<file path="src/common/nurl_consts.svh">
// Constants for the user row boot loader: offsets, field positions, defaults, fetch count.
// Assumes inclusion by the loader design file; definitions only.
// Operation
// - Bus address regions stay fixed; no remapping ever, booting included.
// - Page count and page size code are read-only parameter fields; 64-byte pages.
// - At startup each automatic calibration row value is copied to its register.
// - At power-on the first two user row words are read and applied as defaults.
// - User row stays readable by software at its fixed system address.
// - Rewritten user row reaches consumers only after the next device reset.
// - Bits 2:0 select loader guard size; erased default 0x7, one variant 0x3.
// - Bits 6:4 select EEPROM emulation size, default 7.
// - Bits 13:8 give droop detector level, default 7 or 34 for automotive.
// - Bit 14 droop detector enable, bits 16:15 its action, both default 1.
// - Bit 25 watchdog enable, bit 26 always-on, both default 0.
// - Bits 30:27 watchdog period, bits 34:31 window time-out, default 0x0B.
// - Bits 38:35 early warning offset default 0xB; bit 39 window enable default 0.
// - Bit 40 droop detector hysteresis, default 1.
// - Bits 63:48 region lock bits to the controller; 0xFFFF means all unlocked.
`ifndef NURL_CONSTS_SVH
`define NURL_CONSTS_SVH
// Fixed system addresses
`define NURL_USER_ROW_ADDR 24'h804000
`define NURL_CAL_ROW_ADDR 24'h806020
// APB register byte offsets
`define NURL_OFS_NVM_PARAMETER_REG 12'h000
`define NURL_OFS_USER_LO 12'h004
`define NURL_OFS_USER_HI 12'h008
`define NURL_OFS_STATUS 12'h00C
`define NURL_OFS_CAL0 12'h010
`define NURL_OFS_CAL1 12'h014
`define NURL_OFS_CAL2 12'h018
`define NURL_OFS_CAL3 12'h01C
// Flash geometry; code 0 means 8 bytes, so 64 bytes is code 3
`define NURL_PAGE_COUNT 16'h1000
`define NURL_PAGE_SIZE_CODE 3'h3
// Field positions in the 64-bit user row
`define NURL_GUARD_LSB 0
`define NURL_EEP_LSB 4
`define NURL_LVL_LSB 8
`define NURL_BEN_BIT 14
`define NURL_BACT_LSB 15
`define NURL_WEN_BIT 25
`define NURL_WAON_BIT 26
`define NURL_WPER_LSB 27
`define NURL_WWIN_LSB 31
`define NURL_EWO_LSB 35
`define NURL_WWEN_BIT 39
`define NURL_HYST_BIT 40
`define NURL_LOCK_LSB 48
// Erased defaults, applied while loading
`define NURL_DEF_GUARD 3'h7
`define NURL_DEF_GUARD_ALT 3'h3
`define NURL_DEF_EEP 3'h7
`define NURL_DEF_LVL 6'h07
`define NURL_DEF_LVL_AUTO 6'h22
`define NURL_DEF_BACT 2'h1
`define NURL_DEF_WPER 4'hB
`define NURL_DEF_WWIN 4'hB
`define NURL_DEF_EWO 4'hB
`define NURL_DEF_LOCK 16'hFFFF
// Number of words fetched: two user row words then four calibration words
`define NURL_FETCH_WORDS 3'h6
`endif

</file>
<file path="src/common/nurl_pkg.sv">
// Types for the user row boot loader.
// Assumes the constants header sits beside it.
package nurl_pkg;
  typedef enum logic [3:0] {
    NURL_IDLE = 4'h1,
    NURL_REQ = 4'h2,
    NURL_WAIT = 4'h4,
    NURL_DONE = 4'h8
  } nurl_state_t;
endpackage

</file>
<file path="src/design/nurl_loader.sv">
// User row and calibration row boot loader with APB view of captured values.
// Assumes a word-read port on the nonvolatile array answering with rd_valid.
`include "nurl_consts.svh"
module nurl_loader
  import nurl_pkg::*;
(
  input wire logic clock,
  input wire logic reset,
  input wire logic variant_alt,
  input wire logic grade_auto,
  output logic nvm_rd_req,
  output logic [23:0] nvm_rd_addr,
  input wire logic nvm_rd_valid,
  input wire logic [31:0] nvm_rd_data,
  input wire logic psel,
  input wire logic penable,
  input wire logic pwrite,
  input wire logic [11:0] paddr,
  input wire logic [31:0] pwdata,
  output logic [31:0] prdata,
  output logic pready,
  output logic pslverr,
  output logic consumer_reset,
  output logic [2:0] loader_guard_size,
  output logic [2:0] eeprom_size,
  output logic [5:0] droop_level,
  output logic droop_enable,
  output logic [1:0] droop_action,
  output logic droop_hysteresis,
  output logic wdog_enable,
  output logic wdog_always_on,
  output logic [3:0] wdog_period,
  output logic [3:0] wdog_window,
  output logic [3:0] early_warning_offset,
  output logic wdog_window_enable,
  output logic [15:0] region_lock,
  output logic [127:0] cal_values
);

  ////////////////////////////////////////////////////////////////////////////
  // Fetch sequencer

  nurl_state_t state;
  nurl_state_t next_state;
  logic [2:0] word_idx;
  logic [63:0] user_row;
  logic [31:0] cal_word [0:3];
  logic [1:0] seen;

  // One pass per reset; the row is never fetched again, so rewrites wait
  always_comb begin
    next_state = state;
    case (state)
      NURL_IDLE: next_state = NURL_REQ;
      NURL_REQ: next_state = NURL_WAIT;
      NURL_WAIT: begin
        if (nvm_rd_valid) begin
          if (word_idx == `NURL_FETCH_WORDS - 3'h1) next_state = NURL_DONE;
          else next_state = NURL_REQ;
        end
      end
      NURL_DONE: next_state = NURL_DONE;
      default: next_state = NURL_IDLE;
    endcase
  end

  always_ff @(posedge clock or posedge reset) begin
    if (reset) state <= NURL_IDLE;
    else state <= next_state;
  end

  // Word counter advances on each answered read
  always_ff @(posedge clock or posedge reset) begin
    if (reset) word_idx <= 3'h0;
    else if (state == NURL_WAIT && nvm_rd_valid && state != NURL_DONE)
      word_idx <= word_idx + 3'h1;
  end

  // Request strobe and fixed addresses; no remap of any region
  assign nvm_rd_req = (state == NURL_REQ);
  always_comb begin
    if (word_idx < 3'h2)
      nvm_rd_addr = `NURL_USER_ROW_ADDR + {19'h0, word_idx, 2'h0};
    else
      nvm_rd_addr = `NURL_CAL_ROW_ADDR + {19'h0, word_idx - 3'h2, 2'h0};
  end

  ////////////////////////////////////////////////////////////////////////////
  // Capture; defaults are held until the word actually arrives

  always_ff @(posedge clock or posedge reset) begin
    if (reset) begin
      user_row <= 64'h0;
      seen <= 2'h0;
    end else if (state == NURL_WAIT && nvm_rd_valid) begin
      if (word_idx == 3'h0) begin
        user_row[31:0] <= nvm_rd_data;
        seen[0] <= 1'b1;
      end else if (word_idx == 3'h1) begin
        user_row[63:32] <= nvm_rd_data;
        seen[1] <= 1'b1;
      end
    end
  end

  // Calibration words copied one per entry
  genvar gi;
  generate
    for (gi = 0; gi < 4; gi++) begin : g_cal
      always_ff @(posedge clock or posedge reset) begin
        if (reset) cal_word[gi] <= 32'h0;
        else if (state == NURL_WAIT && nvm_rd_valid && word_idx == 3'(gi + 2))
          cal_word[gi] <= nvm_rd_data;
      end
      assign cal_values[gi*32 +: 32] = cal_word[gi];
    end
  endgenerate

  ////////////////////////////////////////////////////////////////////////////
  // Field decode to consumers; erased defaults until captured

  logic lo_ok;
  logic hi_ok;
  assign lo_ok = seen[0];
  assign hi_ok = seen[1];

  // Defaults before capture; strap inputs pick variant defaults
  always_ff @(posedge clock or posedge reset) begin
    if (reset) begin
      loader_guard_size <= `NURL_DEF_GUARD;
      eeprom_size <= `NURL_DEF_EEP;
      droop_level <= `NURL_DEF_LVL;
      droop_enable <= 1'b1;
      droop_action <= `NURL_DEF_BACT;
      wdog_enable <= 1'b0;
      wdog_always_on <= 1'b0;
      wdog_period <= `NURL_DEF_WPER;
    end else if (!lo_ok) begin
      loader_guard_size <= variant_alt ? `NURL_DEF_GUARD_ALT : `NURL_DEF_GUARD;
      droop_level <= grade_auto ? `NURL_DEF_LVL_AUTO : `NURL_DEF_LVL;
    end else begin
      loader_guard_size <= user_row[`NURL_GUARD_LSB +: 3];
      eeprom_size <= user_row[`NURL_EEP_LSB +: 3];
      droop_level <= user_row[`NURL_LVL_LSB +: 6];
      droop_enable <= user_row[`NURL_BEN_BIT];
      droop_action <= user_row[`NURL_BACT_LSB +: 2];
      wdog_enable <= user_row[`NURL_WEN_BIT];
      wdog_always_on <= user_row[`NURL_WAON_BIT];
      wdog_period <= user_row[`NURL_WPER_LSB +: 4];
    end
  end

  // Upper word fields; window field straddles both words
  always_ff @(posedge clock or posedge reset) begin
    if (reset) begin
      wdog_window <= `NURL_DEF_WWIN;
      early_warning_offset <= `NURL_DEF_EWO;
      wdog_window_enable <= 1'b0;
      droop_hysteresis <= 1'b1;
      region_lock <= `NURL_DEF_LOCK;
    end else if (lo_ok && hi_ok) begin
      wdog_window <= user_row[`NURL_WWIN_LSB +: 4];
      early_warning_offset <= user_row[`NURL_EWO_LSB +: 4];
      wdog_window_enable <= user_row[`NURL_WWEN_BIT];
      droop_hysteresis <= user_row[`NURL_HYST_BIT];
      region_lock <= user_row[`NURL_LOCK_LSB +: 16];
    end
  end

  // Consumers stay in reset until all six words are in
  always_ff @(posedge clock or posedge reset) begin
    if (reset) consumer_reset <= 1'b1;
    else consumer_reset <= (state != NURL_DONE);
  end

  ////////////////////////////////////////////////////////////////////////////
  // APB slave: zero wait states, all registers read-only

  logic apb_acc;
  logic [31:0] next_prdata;
  logic next_err;
  assign apb_acc = psel && penable;
  assign pready = 1'b1;

  // Writes are refused so the parameter fields stay read-only
  always_comb begin
    next_err = 1'b0;
    next_prdata = 32'h0;
    if (pwrite) next_err = 1'b1;
    else if (paddr == `NURL_OFS_NVM_PARAMETER_REG)
      next_prdata = {13'h0, `NURL_PAGE_SIZE_CODE, `NURL_PAGE_COUNT};
    else if (paddr == `NURL_OFS_USER_LO) next_prdata = user_row[31:0];
    else if (paddr == `NURL_OFS_USER_HI) next_prdata = user_row[63:32];
    else if (paddr == `NURL_OFS_STATUS) next_prdata = {31'h0, state == NURL_DONE};
    else if (paddr == `NURL_OFS_CAL0) next_prdata = cal_word[0];
    else if (paddr == `NURL_OFS_CAL1) next_prdata = cal_word[1];
    else if (paddr == `NURL_OFS_CAL2) next_prdata = cal_word[2];
    else if (paddr == `NURL_OFS_CAL3) next_prdata = cal_word[3];
    else next_err = 1'b1;
  end

  // Read data is latched in the setup cycle, so it stands through the access phase
  always_ff @(posedge clock or posedge reset) begin
    if (reset) prdata <= 32'h0;
    else if (psel && !penable) prdata <= next_prdata;
    else if (!psel) prdata <= 32'h0;
  end

  // Error flag stays combinational; it qualifies the handshake like pready
  assign pslverr = apb_acc && next_err;
endmodule // nurl_loader

</file>
<file path="config.mk">
export PLATFORM = sky130hd
export DESIGN_NAME = nurl_loader
export DESIGN_NICKNAME = d
export VERILOG_FILES = /design/src/common/nurl_pkg.sv /design/src/design/nurl_loader.sv
export VERILOG_INCLUDE_DIRS = /design/src /design/src/common
export SDC_FILE = /design/constraint.sdc
export NUM_CORES = 1
export LEC_CHECK = 0
export BUFFER_PORTS_ARGS = -buffer_cell sky130_fd_sc_hd__buf_2
export CAP_MARGIN = 10
export CORE_MARGIN = 1
export CORE_UTILIZATION = 53
export CTS_CLUSTER_SIZE = 12
export DETAILED_ROUTE_END_ITERATION = 8
export PLACE_DENSITY = 0.8
export RECOVER_POWER = 100
export SLEW_MARGIN = 20
export SYNTH_ARGS = -nofsm -noshare
export SYNTH_HDL_FRONTEND = slang
export SYNTH_SLANG_ARGS = --single-unit
</file>
<file path="constraint.sdc">
create_clock -name clock -period 9.9 [get_ports clock]
set_input_delay 0 -clock clock [delete_from_list [all_inputs] [get_ports clock]]
set_output_delay 0 -clock clock [all_outputs]
set_load 0.05 [all_outputs]
</file>
==> impl_metrics.py <==
metrics = {
    "setup_path": {
        "crit_start": "reset",
        "cp-end-kind": "async pin",
        "endpoint": "cal_values[122]$_DFFE_PP0P_",
        "required_ns": 10.49,
        "path_class": "input port to async pin",
        "crit-reg2reg-capture": "cal_values[101]$_DFFE_PP0P_",
        "cp-start-kind": "input port",
        "rr_worst_depth": 4,
        "cp.arrival_ns": 5.96,
        "ff2ff_setup_slack_ns": 5.69,
        "path_max_fanout": 139,
        "timing.rr.start": "state[1]$_DFFE_PP0P_",
    },
    "timing": {
        "setup_viol": 0,
        "finalHoldViolCount": 0,
        "rsz0062_at_grt": "no",
        "tightest_slew_ns": 6.13,
        "period_minus_slack_ns": 5.37,
        "max_slew_margin_pct": -311,
        "finalClockSkew_ns": 0.0102,
        "final_max_slew_viol_count": 556,
        "fin_hold_ws_ns": 0.0392,
        "fin_crit_sh_pct": 54.3,
        "fin_setup_tns_ns": 0,
        "clock.fmax_mhz": 186,
    },
    "detailed_routing": {
        "via_per_inst": 5.75,
        "drtIter0Drc": 467,
        "drt-total-wl_mm": 35.0,
        "drt_first_pass_iters": 4,
        "vias": 9208,
        "antenna_left": 0,
        "drc": 0,
        "drt-wirelength-per-cell_um": 21.8,
    },
    "cells_and_area": {
        "area_growth_syn_to_layout_pct": 19.9,
        "drive_gt1_share_pct": 29.3,
        "diodes": 0,
        "fin_util_pct": 65.6,
        "final_cells": 1602,
        "final_nets": 1355,
    },
    "global_route": {
        "antenna_found_initial": 1,
        "grt_pass1_vias": 9274,
        "groute.usage.overall_pct": 28.8,
        "grt.overflow.total": 0,
        "grt_max_degree": 140,
        "grt_pass1_wl_mm": 53.3,
    },
    "floorplanning": {
        "core-area_mm2": 0.0229,
        "num_rows": 55,
        "die_area_mm2": 0.0243,
        "die_w_um": 156,
        "io_pins": 319,
        "die_h_um": 156,
        "start_util_pct": 54.7,
    },
    "power": {
        "combPwrFrac_pct": 37.9,
        "p_sw_mw": 1.99,
        "power_mw": 4.63,
        "vdd_drop_max_uv": 239,
        "p_leak_nw": 6.92,
        "p_int_mw": 2.64,
        "p_sw_share_pct": 43.0,
        "power_density_mw_per_mm2": 308,
        "p_seq_share_pct": 38.3,
        "power_frac_clock_pct": 23.8,
    },
    "cts": {
        "path_clk_slew_ns": 0.06,
        "numCtsBuffers": 30,
        "cts_buffer_depth": 3,
        "cts_setup_buffers": 0,
        "clk-insertion-delay-late_ns": 0.54,
        "cts_max_level": 1,
        "cts_tree": "yes",
        "clockRootBuffer": "clkbuf_16",
        "postCtsResizedCells": 0,
        "clock-sinks": 281,
    },
    "logic_synthesis": {
        "synth_top_area_share_pct": 48.3,
        "yosys.area_share.simple_pct": 8.55,
        "synth_edf_count": 0,
        "ys_async_sr_fraction_pct": 100,
        "netlist_top_cells_area": "dfrtp_1, mux2_2, dfstp_2, a211oi_1, and2_1",
        "synth_commonest_cells": "dfrtp_1, mux2_2, nand2_1, o21ai_0, and2_1",
        "synth-compound-area-share_pct": 9.04,
        "synth_top_family_by_area": "multiplexers",
        "synthAdderAreaFrac_pct": 0.499,
        "synthFlopType": "dfrtp_1",
        "synth_cell_type_count": 49,
        "syn-cell-area_mm2": 0.0125,
        "postSynthAreaPerCell_um2": 12.7,
        "muxShareOfSynthArea_pct": 21.4,
        "synth_warnings": 0,
        "synth-xor-area-share_pct": 0.140,
        "ys_seq_elements": 281,
        "syn_inst": 991,
        "yosys.cell_count.top_type": "dfrtp_1",
        "yosys.area.top_type": "dfrtp_1",
        "synth_seq_area_share_pct": 56.5,
    },
    "job": {
        "maxCapViolations": 13,
    },
    "status": {
        "status": "finished with violations",
        "failed_checks": "capacitance limit, slew limit",
    },
    "place": {
        "routabilityCongestion": 0.767,
        "dpl.hpwl_mm": 20.7,
        "dp_cells": 1508,
        "port_buffers": 266,
    },
    "hold_path": {
        "hold_path.class": "input port to register",
    },
}
## layout by cell type, fill, tap and decap left out, drive strengths merged, types with 29 or more instances in the layout
master / instances
nor2b: 29
nand2: 67
clkbuf: 271
dfstp: 39
o21ai: 64
dfrtp: 242
buf: 54
mux2: 235
a211oi: 54
dlygate4sd3: 38
and2: 57
## worst min path at each step
stage,from,endpoint,depth (start not counted)
final,paddr[3],prdata[17]$_DFFE_PP0P_,3
after global routing,paddr[3],prdata[16]$_DFFE_PP0P_,3
after CTS,paddr[3],prdata[17]$_DFFE_PP0P_,3
after detailed placement,variant_alt,loader_guard_size[2]$_DFF_PP1_,2
after floorplan,variant_alt,loader_guard_size[2]$_DFF_PP1_,1
after global placement,variant_alt,loader_guard_size[2]$_DFF_PP1_,2
## flip-flops by register name (all words and copies together), names as in the netlist
register and count:
region_lock 16, droop_action 2, wdog_window 4, early_warning_offset 4, wdog_period 4, wdog_window_enable 1, wdog_enable 1, droop_level 6
cal_values 128, eeprom_size 3, loader_guard_size 3, prdata 32, consumer_reset 1, word_idx 3, wdog_always_on 1, state 4
seen 2, droop_enable 1, droop_hysteresis 1, user_row 64
## power groups by stage
stage                     clock (mW)  sequential [mW]  combinational, mW
final                           1.10             1.77               1.75
after global placement             0             1.75               1.78
after CTS                       1.12             1.76               1.83
after floorplan                    0             2.55              0.594
after global routing            1.16             1.82               1.83
after detailed placement           0             1.78               1.82
## timing repair
| action | 4_1_cts | 5_1_grt |
|---|---|---|
| hold endpoints to repair | 323 | 0 |
| endpoints found under the setup margin | 0 | 0 |
| hold buffers | 38 | 0 |
## worst max-delay path, stage by stage
cell and delay [ns]:
dlygate4sd3_1 0.53, buf_2 0.12, clkinvlp_2 3.37, buf_4 1.02, buf_6 0.67
## stage by stage
stage | cell area, um^2 | setup WS, ns
after floorplan | 12600 | 2.21
after global placement | 14000 | 7.20
after detailed placement | 14000 | 7.16
after CTS | 15400 | 7.19
after global routing | 15000 | 3.53
final | 15000 | 4.53
## final cells by class
type	instances	area, um^2
clock inverter	5	56.3
sequential	281	7080
clock buffer	50	917
multi-input combinational	630	5040
fill	1840	7880
inverter	10	38.8
tap	313	392
timing repair buffer	313	1510
## kinds of logic (layout without fill, tap and decap cells)
logic type | count (synthesis) | after routing
buffers and inverters | 98 | 378
other | 2 | 20
flip-flops | 281 | 281
multiplexers | 237 | 237
XOR/XNOR | 2 | 2
adder cells (fa/ha/maj) | 5 | 5
AND/OR/NAND/NOR | 196 | 196
AO/OA/AOI/OAI | 170 | 170
## metal layers
metal | global-route usage, % | share of wire (%)
met5 | 0 | 0.031
met3 | 4.78 | 5.8
met2 | 47.5 | 48
met1 | 38.5 | 43
met4 | 10.3 | 2.9
No activity file was read; power rests on OpenSTA's default activity.
